==> src/pkg/rtcb_regs.svh <==
// rtcb_regs.svh: register indices, field positions, reset values, counts
// Byte address of a register is four times its index
`ifndef RTCB_REGS_SVH
`define RTCB_REGS_SVH
// Register indices
`define RTCB_IDX_SEC    6'h00
`define RTCB_IDX_MIN    6'h01
`define RTCB_IDX_HOUR   6'h02
`define RTCB_IDX_WDAY   6'h04
`define RTCB_IDX_DATE   6'h05
`define RTCB_IDX_MONTH  6'h06
`define RTCB_IDX_YEAR   6'h07
`define RTCB_IDX_BANK   6'h08
`define RTCB_IDX_RESTR  6'h0c
`define RTCB_IDX_RSVD   6'h0d
`define RTCB_IDX_STAT   6'h10
`define RTCB_IDX_IEN    6'h11
`define RTCB_IDX_ICLR   6'h12
// bank_select_control fields
`define RTCB_BANK_SEL   0
`define RTCB_ALARM_EN   2
`define RTCB_CLOCK_EN   3
`define RTCB_SECONDS_REQUEST_A     4
`define RTCB_INT_EN     7
`define RTCB_BANK_WMASK 8'h9d
`define RTCB_BANK_RST   8'h00
// counter_reset_control fields
`define RTCB_ALM_RST    4
`define RTCB_CLK_RST    5
`define RTCB_DIS16      6
`define RTCB_DIS1       7
`define RTCB_RESTR_RST  2'h0
// Interrupt events
`define RTCB_EV_16HZ    0
`define RTCB_EV_1HZ     1
`define RTCB_EV_MIN     2
`define RTCB_EV_RSVD    3
`define RTCB_EV_RST     4'h0
// Counting
`define RTCB_DIV_LAST   4'hf
`define RTCB_SEC_HALF   7'h30
`define RTCB_BCD_LAST   7'h59
`define RTCB_WDAY_BAD   3'h7
`endif

==> src/pkg/rtcb_pkg.sv <==
// rtcb_pkg.sv: types shared by the clock register front end
// Compiled before every design file
`default_nettype none
package rtcb_pkg;
  typedef logic [5:0] rtcb_idx_t;
  typedef logic [7:0] rtcb_byte_t;
  typedef enum logic {
    RTCB_CLOCK_BANK = 1'b0,
    RTCB_ALARM_BANK = 1'b1
  } rtcb_bank_t;
  typedef enum logic [1:0] {
    RTCB_SL_IDLE = 2'b00,
    RTCB_SL_WAIT = 2'b01,
    RTCB_SL_DONE = 2'b10
  } rtcb_sl_state_t;
endpackage : rtcb_pkg
`default_nettype wire

==> src/design/rtcb_ahb_slave.sv <==
// rtcb_ahb_slave.sv: AHB-Lite slave turning word transfers into byte strobes
// Assumes one master, single transfers, and this hreadyout as the bus hready
`timescale 1ns/10ps
`default_nettype none
module rtcb_ahb_slave
  import rtcb_pkg::*;
#(
  parameter int ADDR_W = 8
) (
  // Clock and reset
  input  wire logic              sys_clk_i,
  input  wire logic              rst_i,
  // AHB-Lite
  input  wire logic              hsel_i,
  input  wire logic [ADDR_W-1:0] haddr_i,
  input  wire logic [1:0]        htrans_i,
  input  wire logic              hwrite_i,
  input  wire logic [31:0]       hwdata_i,
  input  wire logic              hready_i,
  output logic      [31:0]       hrdata_o,
  output logic                   hreadyout_o,
  output logic                   hresp_o,
  // Register side
  output logic                   wr_o,
  output logic                   rd_o,
  output rtcb_idx_t              idx_o,
  output rtcb_byte_t             wdata_o,
  input  wire rtcb_byte_t        rdata_i
);
  rtcb_sl_state_t state;
  rtcb_sl_state_t next_state;
  logic           wr_pend;
  wire logic      take = hsel_i && htrans_i[1] && hready_i;

  // Reads take one wait state so a write just ahead of them has landed
  always_comb begin
    next_state = RTCB_SL_IDLE;
    unique case (state)
      RTCB_SL_WAIT: next_state = RTCB_SL_DONE;
      RTCB_SL_IDLE,
      RTCB_SL_DONE: next_state = (take && !hwrite_i) ? RTCB_SL_WAIT : RTCB_SL_IDLE;
      default:      next_state = RTCB_SL_IDLE;
    endcase
  end

  always_ff @(posedge sys_clk_i) begin
    if (rst_i) begin
      state   <= RTCB_SL_IDLE;
      wr_pend <= 1'b0;
      idx_o   <= 6'h00;
    end else begin
      state   <= next_state;
      wr_pend <= take && hwrite_i;
      if (take) idx_o <= haddr_i[7:2];
    end
  end

  always_ff @(posedge sys_clk_i) begin
    if (rst_i) hrdata_o <= 32'h0000_0000;
    else if (state == RTCB_SL_WAIT) hrdata_o <= {24'h00_0000, rdata_i};
  end

  assign hreadyout_o = (state != RTCB_SL_WAIT);
  assign hresp_o     = 1'b0;
  assign rd_o        = (state == RTCB_SL_WAIT);
  assign wr_o        = wr_pend;
  assign wdata_o     = hwdata_i[7:0];
endmodule : rtcb_ahb_slave
`default_nettype wire

==> src/design/rtcb_bcd60.sv <==
// rtcb_bcd60.sv: two-digit BCD counter 00..59 with load
// Assumes load and increment come from logic on the same clock
`timescale 1ns/10ps
`default_nettype none
`include "rtcb_regs.svh"
module rtcb_bcd60 (
  // Clock
  input  wire logic       sys_clk_i,
  // Control
  input  wire logic       load_i,
  input  wire logic [6:0] load_val_i,
  input  wire logic       inc_i,
  // Count
  output logic      [6:0] val_o,
  output logic            wrap_o
);
  logic [6:0] next_val;
  wire logic [6:0] bump = (val_o[3:0] == 4'h9) ? {val_o[6:4] + 3'h1, 4'h0}
                                                : val_o + 7'h01;
  assign wrap_o   = inc_i && !load_i && (val_o == `RTCB_BCD_LAST);
  assign next_val = load_i ? load_val_i : wrap_o ? 7'h00 : inc_i ? bump : val_o;
  // Count survives reset, so no reset term
  always_ff @(posedge sys_clk_i) begin
    val_o <= next_val;
  end
endmodule : rtcb_bcd60
`default_nettype wire

==> src/design/rtcb_top.sv <==
// rtcb_top.sv: banked register map of a real-time clock with alarm
// Assumes an AHB-Lite master on sys_clk_i and a 16 Hz square wave on tick16_i
//
// Chosen here: the AHB-Lite slave port.
`timescale 1ns/10ps
`default_nettype none
`include "rtcb_regs.svh"
////////////////////////////////////////////////////////////////////////////////
// Function
// RL1: Two banks, clock and alarm, share one address window
// RL2: Bit 0 of bank_select_control picks the bank seen at shared offsets
// RL3: Decode seconds 0, minutes 1, hours 2, weekday 4..year 7, 8, 0xc
// RL4: Offsets 3, 9 to 0xb, 0xe, 0xf read zero and ignore writes
// RL5: Software never touches offset 0xd
// RL6: Reset clears bank, seconds_request_a, interrupt enable and counter_reset_control fields
// RL7: Time, calendar and alarm fields keep their contents across reset
// RL8: Software loads valid time and calendar before enabling the clock
// RL9: Clock bank fields are BCD weighted at their documented widths
// RL10: Alarm bank: minute, hour, weekday, date, 24/12 bit, two leap bits
// RL11: Clock bank reads return the live count at the read
// RL12: Alarm bank reads return the current register contents
// RL13: Software reads clock registers twice and accepts only matching values
// RL14: Seconds are BCD 00..59 in bits 6..0, bit 7 reads zero
// RL15: Alarm format bit set selects 24-hour, clear 12-hour with PM in bit 5
// RL16: Weekday codes 000..110, code 111 is refused
// RL17: Registers are eight bits, one per word, read-zero bits ignore writes
module rtcb_top
  import rtcb_pkg::*;
#(
  parameter int ADDR_W = 8
) (
  // Clock and reset
  input  wire logic              sys_clk_i,
  input  wire logic              rst_i,
  // AHB-Lite slave
  input  wire logic              hsel_i,
  input  wire logic [ADDR_W-1:0] haddr_i,
  input  wire logic [1:0]        htrans_i,
  input  wire logic              hwrite_i,
  input  wire logic [2:0]        hsize_i,
  input  wire logic [31:0]       hwdata_i,
  input  wire logic              hready_i,
  output logic      [31:0]       hrdata_o,
  output logic                   hreadyout_o,
  output logic                   hresp_o,
  // Time base and interrupt
  input  wire logic              tick16_i,
  output logic                   irq_o
);
  ////////////////////////////////////////////////////////////////////////////////
  // Declarations
  logic       wr_stb;
  logic       rd_stb;
  rtcb_idx_t  idx;
  rtcb_byte_t wdata;
  rtcb_byte_t rdata;
  rtcb_byte_t bank_ctl;
  logic [1:0] restr_dis;
  logic [3:0] div16;
  logic [3:0] irq_stat;
  logic [3:0] irq_en;
  logic [3:0] ev;
  logic [3:0] next_stat;
  logic       tick_s1;
  logic       tick_s2;
  logic       tick_s3;
  logic [6:0] sec;
  logic [6:0] min_c;
  logic [5:0] hour_c;
  logic [2:0] wday_c;
  logic [5:0] date_c;
  logic [4:0] month_c;
  logic [7:0] year_c;
  logic [6:0] min_a;
  logic [5:0] hour_a;
  logic [2:0] wday_a;
  logic [5:0] date_a;
  logic       fmt24;
  logic [1:0] leap;
  logic       sec_wrap;
  logic       min_wrap;
  rtcb_byte_t clk_view [64];
  rtcb_byte_t al_view  [64];

  wire rtcb_bank_t bank = rtcb_bank_t'(bank_ctl[`RTCB_BANK_SEL]);  // RL2

  // Write strobe for a bank-dependent register
  function automatic logic wr_at(input rtcb_idx_t t, input rtcb_bank_t b);
    wr_at = wr_stb && (idx == t) && (bank == b);
  endfunction : wr_at

  ////////////////////////////////////////////////////////////////////////////////
  // Bus slave
  rtcb_ahb_slave #(
    .ADDR_W (ADDR_W)
  ) u_slave (
    .sys_clk_i   (sys_clk_i),
    .rst_i       (rst_i),
    .hsel_i      (hsel_i),
    .haddr_i     (haddr_i),
    .htrans_i    (htrans_i),
    .hwrite_i    (hwrite_i),
    .hwdata_i    (hwdata_i),
    .hready_i    (hready_i),
    .hrdata_o    (hrdata_o),
    .hreadyout_o (hreadyout_o),
    .hresp_o     (hresp_o),
    .wr_o        (wr_stb),
    .rd_o        (rd_stb),
    .idx_o       (idx),
    .wdata_o     (wdata),
    .rdata_i     (rdata)
  );

  ////////////////////////////////////////////////////////////////////////////////
  // Decode
  wire logic wr_bank   = wr_stb && (idx == `RTCB_IDX_BANK);
  wire logic wr_restr  = wr_stb && (idx == `RTCB_IDX_RESTR);
  wire logic wr_ien    = wr_stb && (idx == `RTCB_IDX_IEN);
  wire logic wr_iclr   = wr_stb && (idx == `RTCB_IDX_ICLR);
  wire logic rsvd_hit  = (wr_stb || rd_stb) && (idx == `RTCB_IDX_RSVD);
  wire logic clk_rst   = wr_restr && wdata[`RTCB_CLK_RST];
  wire logic alm_rst   = wr_restr && wdata[`RTCB_ALM_RST];
  wire logic run       = bank_ctl[`RTCB_CLOCK_EN];
  wire logic adj_go    = bank_ctl[`RTCB_SECONDS_REQUEST_A];
  wire logic adj_carry = adj_go && (sec >= `RTCB_SEC_HALF);
  wire logic tick_rise = tick_s2 && !tick_s3;
  wire logic second    = tick_rise && (div16 == `RTCB_DIV_LAST);
  wire logic wday_ok   = (wdata[2:0] != `RTCB_WDAY_BAD);
  // Spelled out: a port connection only wakes on a function's arguments, not on what it reads
  wire logic ld_sec    = wr_stb && (idx == `RTCB_IDX_SEC) && (bank == RTCB_CLOCK_BANK);
  wire logic ld_min    = wr_stb && (idx == `RTCB_IDX_MIN) && (bank == RTCB_CLOCK_BANK);

  ////////////////////////////////////////////////////////////////////////////////
  // Time base: tick16_i is a pin, tick_s1 only feeds tick_s2
  always_ff @(posedge sys_clk_i) begin
    if (rst_i) begin
      tick_s1 <= 1'b0;
      tick_s2 <= 1'b0;
      tick_s3 <= 1'b0;
    end else begin
      tick_s1 <= tick16_i;
      tick_s2 <= tick_s1;
      tick_s3 <= tick_s2;
    end
  end

  // Clock reset restarts the sub-second phase, not the count
  always_ff @(posedge sys_clk_i) begin
    if (rst_i || clk_rst) begin
      div16 <= 4'h0;
    end else if (tick_rise) begin
      div16 <= div16 + 4'h1;
    end
  end

  ////////////////////////////////////////////////////////////////////////////////
  // Control registers
  always_ff @(posedge sys_clk_i) begin
    if (rst_i) begin
      bank_ctl <= `RTCB_BANK_RST;  // RL6
    end else if (wr_bank) begin
      bank_ctl <= wdata & `RTCB_BANK_WMASK;  // RL17
    end else if (adj_go) begin
      bank_ctl[`RTCB_SECONDS_REQUEST_A] <= 1'b0;
    end
  end

  // Reset bits are strobes and read back as zero
  always_ff @(posedge sys_clk_i) begin
    if (rst_i) begin
      restr_dis <= `RTCB_RESTR_RST;  // RL6
    end else if (wr_restr) begin
      restr_dis <= wdata[`RTCB_DIS1:`RTCB_DIS16];
    end
  end

  ////////////////////////////////////////////////////////////////////////////////
  // Clock bank: seconds and minutes count, seconds_request_a rounds to the nearest minute
  rtcb_bcd60 u_sec (
    .sys_clk_i  (sys_clk_i),
    .load_i     (ld_sec || adj_go),
    .load_val_i (adj_go ? 7'h00 : wdata[6:0]),  // RL14
    .inc_i      (second && run),
    .val_o      (sec),
    .wrap_o     (sec_wrap)
  );

  rtcb_bcd60 u_min (
    .sys_clk_i  (sys_clk_i),
    .load_i     (ld_min),
    .load_val_i (wdata[6:0]),  // RL9
    .inc_i      (sec_wrap || adj_carry),
    .val_o      (min_c),
    .wrap_o     (min_wrap)
  );

  // No reset term: contents persist across reset
  always_ff @(posedge sys_clk_i) begin  // RL7
    if (wr_at(`RTCB_IDX_HOUR, RTCB_CLOCK_BANK)) hour_c <= wdata[5:0];  // RL9
    if (wr_at(`RTCB_IDX_WDAY, RTCB_CLOCK_BANK) && wday_ok) wday_c <= wdata[2:0];  // RL16
    if (wr_at(`RTCB_IDX_DATE, RTCB_CLOCK_BANK)) date_c <= wdata[5:0];  // RL9
    if (wr_at(`RTCB_IDX_MONTH, RTCB_CLOCK_BANK)) month_c <= wdata[4:0];  // RL9
    if (wr_at(`RTCB_IDX_YEAR, RTCB_CLOCK_BANK)) year_c <= wdata;  // RL9
  end

  ////////////////////////////////////////////////////////////////////////////////
  // Alarm bank; alarm reset clears the compare fields only
  always_ff @(posedge sys_clk_i) begin
    if (alm_rst) begin
      min_a  <= 7'h00;
      hour_a <= 6'h00;
      wday_a <= 3'h0;
      date_a <= 6'h00;
    end else begin
      if (wr_at(`RTCB_IDX_MIN, RTCB_ALARM_BANK)) min_a <= wdata[6:0];  // RL10
      if (wr_at(`RTCB_IDX_HOUR, RTCB_ALARM_BANK)) hour_a <= wdata[5:0];  // RL10
      if (wr_at(`RTCB_IDX_WDAY, RTCB_ALARM_BANK) && wday_ok) wday_a <= wdata[2:0];  // RL16
      if (wr_at(`RTCB_IDX_DATE, RTCB_ALARM_BANK)) date_a <= wdata[5:0];  // RL10
    end
  end

  // 24/12 select and leap phase survive reset too
  always_ff @(posedge sys_clk_i) begin
    if (wr_at(`RTCB_IDX_MONTH, RTCB_ALARM_BANK)) fmt24 <= wdata[0];  // RL15
    if (wr_at(`RTCB_IDX_YEAR, RTCB_ALARM_BANK)) leap <= wdata[1:0];  // RL10
  end

  ////////////////////////////////////////////////////////////////////////////////
  // Read views: anything not filled in reads zero, so gaps and 0xd do too
  always_comb begin
    clk_view = '{default: 8'h00};  // RL4
    al_view  = '{default: 8'h00};
    clk_view[`RTCB_IDX_SEC]   = {1'b0, sec};  // RL11
    clk_view[`RTCB_IDX_MIN]   = {1'b0, min_c};  // RL11
    clk_view[`RTCB_IDX_HOUR]  = {2'b00, hour_c};
    clk_view[`RTCB_IDX_WDAY]  = {5'h00, wday_c};
    clk_view[`RTCB_IDX_DATE]  = {2'b00, date_c};
    clk_view[`RTCB_IDX_MONTH] = {3'h0, month_c};
    clk_view[`RTCB_IDX_YEAR]  = year_c;
    al_view[`RTCB_IDX_MIN]    = {1'b0, min_a};  // RL12
    al_view[`RTCB_IDX_HOUR]   = {2'b00, hour_a};
    al_view[`RTCB_IDX_WDAY]   = {5'h00, wday_a};
    al_view[`RTCB_IDX_DATE]   = {2'b00, date_a};
    al_view[`RTCB_IDX_MONTH]  = {7'h00, fmt24};
    al_view[`RTCB_IDX_YEAR]   = {6'h00, leap};
    clk_view[`RTCB_IDX_BANK]  = bank_ctl;  // RL1
    al_view[`RTCB_IDX_BANK]   = bank_ctl;
    clk_view[`RTCB_IDX_RESTR] = {restr_dis, 6'h00};
    al_view[`RTCB_IDX_RESTR]  = {restr_dis, 6'h00};
    clk_view[`RTCB_IDX_STAT]  = {4'h0, irq_stat};
    al_view[`RTCB_IDX_STAT]   = {4'h0, irq_stat};
    clk_view[`RTCB_IDX_IEN]   = {4'h0, irq_en};
    al_view[`RTCB_IDX_IEN]    = {4'h0, irq_en};
  end

  assign rdata = (bank == RTCB_ALARM_BANK) ? al_view[idx] : clk_view[idx];  // RL3

  ////////////////////////////////////////////////////////////////////////////////
  // Interrupts: a new event beats a clear in the same cycle
  assign ev[`RTCB_EV_16HZ] = tick_rise && !restr_dis[0];
  assign ev[`RTCB_EV_1HZ]  = second && !restr_dis[1];
  assign ev[`RTCB_EV_MIN]  = min_wrap;
  assign ev[`RTCB_EV_RSVD] = rsvd_hit;  // RL5
  assign next_stat = (irq_stat & ~(wr_iclr ? wdata[3:0] : 4'h0)) | ev;

  always_ff @(posedge sys_clk_i) begin
    if (rst_i) begin
      irq_stat <= `RTCB_EV_RST;
      irq_en   <= `RTCB_EV_RST;
    end else begin
      irq_stat <= next_stat;
      if (wr_ien) irq_en <= wdata[3:0];
    end
  end

  assign irq_o = bank_ctl[`RTCB_INT_EN] && |(irq_stat & irq_en);
endmodule : rtcb_top
`default_nettype wire

==> config.mk <==
export PLATFORM = sky130hd
export DESIGN_NAME = rtcb_top
export DESIGN_NICKNAME = d
export VERILOG_FILES = /design/src/pkg/rtcb_pkg.sv /design/src/design/rtcb_ahb_slave.sv /design/src/design/rtcb_bcd60.sv /design/src/design/rtcb_top.sv
export VERILOG_INCLUDE_DIRS = /design/src /design/src/pkg
export SDC_FILE = /design/constraint.sdc
export NUM_CORES = 1
export LEC_CHECK = 0
export ABC_AREA = 1
export BUFFER_PORTS_ARGS = -buffer_cell sky130_fd_sc_hd__buf_4
export CORE_MARGIN = 2
export CORE_UTILIZATION = 56
export CTS_CLUSTER_DIAMETER = 30
export DETAILED_ROUTE_END_ITERATION = 7
export GPL_ROUTABILITY_DRIVEN = 0
export PLACE_DENSITY = 0.79
export SYNTH_ARGS = -nofsm -noshare
export SYNTH_HDL_FRONTEND = slang
export SYNTH_HIERARCHICAL = 1
export SYNTH_SLANG_ARGS = --single-unit
==> constraint.sdc <==
create_clock -name sys_clk_i -period 2.5 [get_ports sys_clk_i]
set_input_delay 0.375 -clock sys_clk_i [delete_from_list [all_inputs] [get_ports sys_clk_i]]
set_output_delay 0.375 -clock sys_clk_i [all_outputs]
set_load 0.01 [all_outputs]
==> summary.md, run 1 <==
| Metric | Value |
|---|---|
| Status | `finished clean` |
| EDFF count, synth | `45` |
| Gr busiest metal | `met2` |
| Clock latency on the worst-skew pair | `0.37 ns` |
| Fmax | `443 MHz` |
| Static leakage | `2.81 nW` |
| Synthesized instance count | `751` |
| Final clock skew | `0.00948 ns` |
| CTS root buf | `clkbuf_8` |
| Most used flip-flop cell after synthesis | `dfxtp_1` |
| Wire per inst | `around 15 um` |
| # DRC | `0` |
| Vias in the first global route | `4636` |
| Setup TNS | `0 ns` |
| Iteration-0 DRC Markers | `750` |
| Reg clk slew, reported paths | `0.10 ns` |
| Hold Fails Final Rpt | `0` |
| # Post-CTS Setup Buffers | `0` |
| Highest cell delay on the worst timing path | `0.38 ns` |
| H-tree lvl count | `3` |
| Vias | `5001` |
| Top-count cell post-synth | `nand2_1` |
| Yosys top cell by area | `edfxtp_1` |
| DR vias/cell | `5.45` |
| Core area | `9820 um^2` |
| Crit path from | `u_slave/idx_o[0]` |
| Number of diodes | `0` |
| Startpoint class of the critical path | `flip-flop` |
| Met2 Usage GRT | `41.7%` |
| Post-Syn Area per Cell | `7.57 um^2` |
| Area grow syn2layout | `7.55%` |
| Routed WL | `14100 um` |
| Num CTS Buffers | `9` |
| Share of cells above drive strength 1 | `around 12%` |
| Initial Util | `57.9%` |
| Crit. End Element | `flip-flop` |
| All-Layer GR Usage | `around a quarter` |
| Slowest library cell on the worst path | `dfxtp_1` |
| Min-delay worst type | `primary input to flip-flop` |
| YS warnings | `6` |
| Crit Path Max Fanout | `18` |
| I/O Buffers | `30` |
| Fin nets | `839` |
| Die area | `11000 um^2` |
| Placed wire-length estimate | `10100 um` |
| Mapped cell area | `5680 um^2` |
| Routed Antenna Nets | `0` |
| Die Span Y | `105 um` |
| Clock Sinks | `106` |
| DRT Pass-1 Iters | `8` |
| FFs w/ async S/R, synth | `0%` |
| CTS tree | `built` |
| Critical Path RT | `around 2.8 ns` |
| Row count | `36` |
| Register area | `around 2600 um^2` |
| Max VDD drop | `0.308 mV` |
| Crit-path most repeated cell | `nand2_1` |
| Largest net degree at the start of global routing | `23` |
| Top cells by area, synth | `edfxtp_1, dfxtp_1, nand2_1` |
| I/O pins | `86` |
| Sequential-to-total area share from yosys stat | `45.3%` |
| RSZ-0062 raised after global routing | `no` |
| Buffer depth of the longest clock path | `2` |
| Maxcap violations | `0` |
| Crit-path cells | `buf_4 -> inv_2 -> nor2_8 -> nand2_2 -> nor3_1 -> buf_4 -> inv_4 -> nand2_1 -> nor2_1 -> nand2_1 -> nand2_1 -> inv_1 -> nand3_1 -> nand2_1` |
| Fillers | `863` |
| Multi-input gate area | `around 2500 um^2` |
| Initial antenna violation count | `0` |
| Total gr overflow | `0` |
| Final Cycle Share | `roughly 90%` |
| Most instantiated cells after synthesis | `nand2_1, inv_1, nor2_1, dfxtp_1, nand3_1` |
| Pins Over Slew Limit | `0` |
| Post-synth cell types | `41` |
| PostCTS Resize Cnt | `0` |
| Critical Path AT | `2.51 ns` |
| Final setup fails | `0` |
| Die Width | `105 um` |
| Start of the worst register-to-register path | `u_slave/idx_o[0]` |
| PwrDens | `527 nW/um^2` |
| GR Util met1 | `between 30% and 40%` |
| Hold slack | `0.197 ns` |
| Yosys top cell area share | `a little under a quarter` |
| HP Start | `hwdata_i[7]` |
| Global Route met3 Usage | `4.37%` |
| First-pass GRT wire length | `23100 um` |
| Fin crit period | `approximately 2.3 ns` |
| CP Class | `flip-flop to flip-flop` |
| Yosys reg bits | `106` |
| Hold_buf cts | `0` |
registers in the layout (all words and copies together) (netlist names), 5 cells and up:
| signal | flops |
|---|---|
| year_c | 8 |
| month_c | 5 |
| u_slave/hrdata_o | 8 |
| min_a | 7 |
| hour_c | 6 |
| date_c | 6 |
| u_sec/val_o | 7 |
| hour_a | 6 |
| date_a | 6 |
| u_min/val_o | 7 |
| bank_ctl | 5 |
| u_slave/idx_o | 6 |
worst max-delay path: cells and delay by family, from the launching register on:
| family | cells | cell delay [ns] |
|---|---|---|
| DFF | 1 | 0.38 |
| and+or+nand+nor | 9 | 1.04 |
| buffers and inverters | 5 | 0.71 |
cells by family (layout without fill, tap and decap cells):
| group | Yosys count | after routing | synth area share, % |
|---|---|---|---|
| XOR/XNOR | 6 | 6 | 0.925 |
| flip-flops | 106 | 106 | 45.3 |
| AO/OA/AOI/OAI | 108 | 108 | 10.0 |
| other | 1 | 25 | 0.0660 |
| buffers and inverters | 149 | 158 | 13.0 |
| adder cells (fa/ha/maj) | 9 | 9 | 1.98 |
| AND/OR/NAND/NOR | 372 | 372 | 28.7 |
routing by layer:
layer  vias up  share of wire, %
li1       2415                 -
met1      2269                41
met2       267                47
met3        50               9.1
met4         0               3.0
met5         -                 0
layout by cell type, fill, tap and decap left out, drive strengths merged:
cell / synthesis / layout
a21oi: 44 / 44
a22o: 1 / 1
a22oi: 1 / 1
a31oi: 2 / 2
and3: 1 / 1
buf: 48 / 47
clkbuf: 6 / 11
clkinv: 1 / 3
clkinvlp: 0 / 2
conb: 1 / 25
dfxtp: 61 / 61
edfxtp: 45 / 45
ha: 9 / 9
inv: 94 / 95
nand2: 200 / 200
nand3: 61 / 61
nand4: 6 / 6
nor2: 88 / 88
nor3: 12 / 12
nor3b: 1 / 1
nor4: 1 / 1
o2111ai: 1 / 1
o211ai: 1 / 1
o21a: 1 / 1
o21ai: 51 / 51
o21bai: 1 / 1
o22ai: 3 / 3
o31ai: 2 / 2
or2: 2 / 2
xnor2: 3 / 3
xor2: 3 / 3
path summary, 6_finish.rpt:
check                           cells past startpoint  slack (ns)             end
worst min register to register                      2        0.41         tick_s2
worst max-delay path                               14        0.24  u_min/val_o[6]
worst min-delay path                                1        0.20       year_c[7]
worst max register to register                     14        0.24  u_min/val_o[6]
report_power, final:
part           switching, mW  total (mW)  leakage (nW)  internal (mW)
sequential            0.0166        1.84         0.902           1.82
combinational          0.233       0.336          1.81          0.104
clock                  0.600        1.05        0.0970          0.451
total                  0.849        3.22          2.81           2.37
cell type report:
type / count / share of cell area, %
multi-input combinational: 520 / 40.3
timing repair buffer: 47 / 5.77
clock inverter: 5 / 0.573
clock buffer: 11 / 2.66
sequential: 106 / 42.1
inverter: 95 / 5.92
tap: 133 / 2.72
stage by stage:
| stage | power (mW) | worst slack [ns] | std cells | util [%] | instance area [um^2] |
|---|---|---|---|---|---|
| global placement | 2.20 | 0.312 | 901 | 60.2 | 5910 |
| detailed placement | 2.20 | 0.307 | 901 | 60.2 | 5910 |
| floorplan | 2.13 | 0.404 | 775 | - | 5770 |
| finish | 3.22 | 0.245 | 917 | 62.2 | 6110 |
| global route | 3.33 | 0.0176 | 917 | 62.2 | 6110 |
| CTS | 3.22 | 0.282 | 917 | 62.2 | 6110 |
(Power assumes the default switching activity.)
==> run 2, diff against run 1 <==
--- a/config.mk
+++ b/config.mk
@@ -8,12 +8,14 @@
 export LEC_CHECK = 0
 export ABC_AREA = 1
 export BUFFER_PORTS_ARGS = -buffer_cell sky130_fd_sc_hd__buf_4
+export CAP_MARGIN = 25
 export CORE_MARGIN = 2
 export CORE_UTILIZATION = 56
 export CTS_CLUSTER_DIAMETER = 30
 export DETAILED_ROUTE_END_ITERATION = 7
 export GPL_ROUTABILITY_DRIVEN = 0
 export PLACE_DENSITY = 0.79
+export SETUP_SLACK_MARGIN = 0.15
 export SYNTH_ARGS = -nofsm -noshare
 export SYNTH_HDL_FRONTEND = slang
 export SYNTH_HIERARCHICAL = 1
==> constraint.sdc (replaced) <==
create_clock -name sys_clk_i -period 2.5 [get_ports sys_clk_i]
set_input_delay 0.125 -clock sys_clk_i [delete_from_list [all_inputs] [get_ports sys_clk_i]]
set_output_delay 0.125 -clock sys_clk_i [all_outputs]
set_load 0.01 [all_outputs]
==> run 2 against run 1 <==
Effect of this change: clock-buffer cell count unchanged; register-to-register slack is essentially flat; largest cell class unchanged; clock skew up 0.0062 ns; sequential power is essentially flat; non-clock buffer count grew 20; total power is 1.6% higher; critical endpoint is now u_min/val_o[1]; worst setup slack gained 0.0076 ns; utilization rose by 2.0 points.
==> summary.md, run 2 (synthesized netlist as in run 1, its figures left out) <==
| Metric | Value |
|---|---|
| Status | `finished clean (unchanged)` |
| CP Class | `flip-flop to flip-flop (unchanged)` |
| Layout Cells excl Fill | `937 (was 917)` |
| Final Cycle Share | `89.9% (was 90.2%)` |
| Final clock skew | `0.0157 ns (was 0.00948 ns)` |
| All-Layer GR Usage | `26.3% (was 26.4%)` |
| Static leakage | `2.90 nW (was 2.81 nW)` |
| Share of cells above drive strength 1 | `12.9% (was 12.2%)` |
| First-pass GRT wire length | `23000 um (was 23100 um)` |
| Area grow syn2layout | `11.0% (was 7.55%)` |
| Routed WL | `14200 um (was 14100 um)` |
| Fillers | `880 (was 863)` |
| Critical Path AT | `2.36 ns (was 2.51 ns)` |
| Min-delay worst type | `primary input to flip-flop (unchanged)` |
| Crit. End Element | `flip-flop (unchanged)` |
| Clock Sinks | `106 (unchanged)` |
| Most frequent cells in the layout | `nand2_1, inv_1, nor2_1 (unchanged)` |
| Pins Over Slew Limit | `0 (unchanged)` |
| DR vias/cell | `5.48 (was 5.45)` |
| Vias in the first global route | `4748 (was 4636)` |
| I/O Buffers | `30 (unchanged)` |
| Die area | `11000 um^2 (unchanged)` |
| Fin nets | `859 (was 839)` |
| Final setup fails | `0 (unchanged)` |
| Start of the worst register-to-register path | `u_slave/idx_o[5] (was u_slave/idx_o[0])` |
| Fmax | `445 MHz (was 443 MHz)` |
| Crit Path Max Fanout | `9 (was 18)` |
| PwrDens | `519 nW/um^2 (was 527 nW/um^2)` |
| Clock latency on the worst-skew pair | `0.38 ns (was 0.37 ns)` |
| Critical path capture point | `u_min/val_o[1] (was u_min/val_o[6])` |
| Initial antenna violation count | `0 (unchanged)` |
| Core area | `9820 um^2 (unchanged)` |
| Placed wire-length estimate | `10200 um (was 10100 um)` |
| Total gr overflow | `0 (unchanged)` |
| Worst r2r dst | `u_min/val_o[1] (was u_min/val_o[6])` |
| Largest net degree at the start of global routing | `23 (unchanged)` |
| Worst Reg-to-Reg Cells | `11 (was 14)` |
| RSZ-0062 raised after global routing | `no (unchanged)` |
| CTS root buf | `clkbuf_8 (unchanged)` |
| Vias | `5135 (was 5001)` |
| Hold Fails Final Rpt | `0 (unchanged)` |
| Initial Util | `57.9% (unchanged)` |
| Die Span Y | `105 um (unchanged)` |
| Iteration-0 DRC Markers | `453 (was 750)` |
| Maxcap violations | `0 (unchanged)` |
| Reg clk slew, reported paths | `0.10 ns (about the same)` |
| DRT Pass-1 Iters | `6 (was 8)` |
| Routed Antenna Nets | `0 (unchanged)` |
| Reg2Reg Setup Slack | `0.25 ns (was 0.24 ns)` |
| Critical Path RT | `2.62 ns (was 2.75 ns)` |
| Die Width | `105 um (unchanged)` |
| Crit path from | `u_slave/idx_o[5] (was u_slave/idx_o[0])` |
| Most common cell after layout, fill and taps aside | `nand2_1 (unchanged)` |
| # placed instances | `900 (was 901)` |
| Number of diodes | `0 (unchanged)` |
| Buffer depth of the longest clock path | `2 (unchanged)` |
| Biggest regs | `u_slave/hrdata_o: 8 flops, year_c: 8 flops (unchanged)` |
| Wire per inst | `15.2 um (was 15.4 um)` |
| Num CTS Buffers | `9 (unchanged)` |
| CTS tree | `built (unchanged)` |
| Startpoint class of the critical path | `flip-flop (unchanged)` |
| Setup TNS | `0 ns (unchanged)` |
| H-tree lvl count | `3 (unchanged)` |
| Max VDD drop | `0.343 mV (was 0.308 mV)` |
| Row count | `36 (unchanged)` |
| I/O pins | `86 (unchanged)` |
| Fin crit period | `2.25 ns (was 2.26 ns)` |
| # DRC | `0 (unchanged)` |
[run 2: cell count changes in the layout (fill, tap and decap cells not counted), sizes merged]
cell | before | now
clkinv | 3 | 2
buf | 47 | 53
inv | 95 | 97
dlygate4sd3 | 0 | 14
clkinvlp | 2 | 1
[run 2: metrics by stage]
step / hold slack (ns) / worst slack [ns] / total power [mW] / utilization, % / area [um^2]
global route: 0.0157 / 0.173 / 3.39 / 64.2 / 6310
global placement: 0.329 / 0.207 / 2.20 / 60.2 / 5910
detailed placement: 0.329 / 0.225 / 2.20 / 60.2 / 5910
CTS: 0.0124 / 0.189 / 3.27 / 63.6 / 6250
finish: 0.0325 / 0.253 / 3.27 / 64.2 / 6310
floorplan: 0.197 / 0.404 / 2.13 / - / 5770
[run 2: what timing repair did]
item	CTS	global route
setup endpoints to repair	0	10
setup buffers	0	7
hold endpoints to repair	27	0
resized for setup	0	2
hold buffers	14	0
[run 2: power by group]
group	internal [mW]	total [mW]	switching (mW)
combinational	0.127	0.365	0.238
clock	0.460	1.07	0.611
sequential	1.82	1.84	0.0184
total	2.41	3.27	0.867
[run 2: how the worst min path moves through the flow]
stage | from | endpoint | cells after the start | slack, ns
final | hwdata_i[4] | month_c[4] | 1 | 0.03
after global routing | hwdata_i[4] | hour_c[4] | 1 | 0.02
after CTS | hwdata_i[4] | hour_c[4] | 1 | 0.01
after detailed placement | hwdata_i[7] | year_c[7] | 1 | 0.33
after global placement | hwdata_i[7] | year_c[7] | 1 | 0.33
after floorplan | rst_i | u_slave/state[1] | 1 | 0.20
[run 2: area by class of cell]
cell class | count | area, um^2 | area share, %
Tap cell | 133 | 166 | 2.64
Clock buffer | 11 | 163 | 2.58
Clock inverter | 5 | 40.0 | 0.635
Timing Repair Buffer | 67 | 538 | 8.53
Multi-Input combinational cell | 520 | 2470 | 39.1
Sequential cell | 106 | 2570 | 40.8
Inverter | 95 | 362 | 5.73
[run 2: metal layers]
layer | wire length [um] | global-route usage, % | share of wire, % | vias up
met4 | 416 | 12.2 | 2.9 | 0
met5 | 0 | 0 | 0 | -
li1 | - | - | - | 2454
met2 | 6650 | 41.9 | 47 | 268
met1 | 5920 | 34.2 | 42 | 2373
met3 | 1220 | 5.68 | 8.6 | 40
[run 2: critical path, stage by stage (launching register included)]
cell and delay (ns):
dfxtp_1 0.40, nor2_4 0.19, nand2_1 0.14, o31ai_2 0.24, buf_4 0.22, inv_4 0.04, nand2_1 0.06, nor2_1 0.04
nand2_1 0.07, inv_1 0.04, o21bai_1 0.15, or2_2 0.38
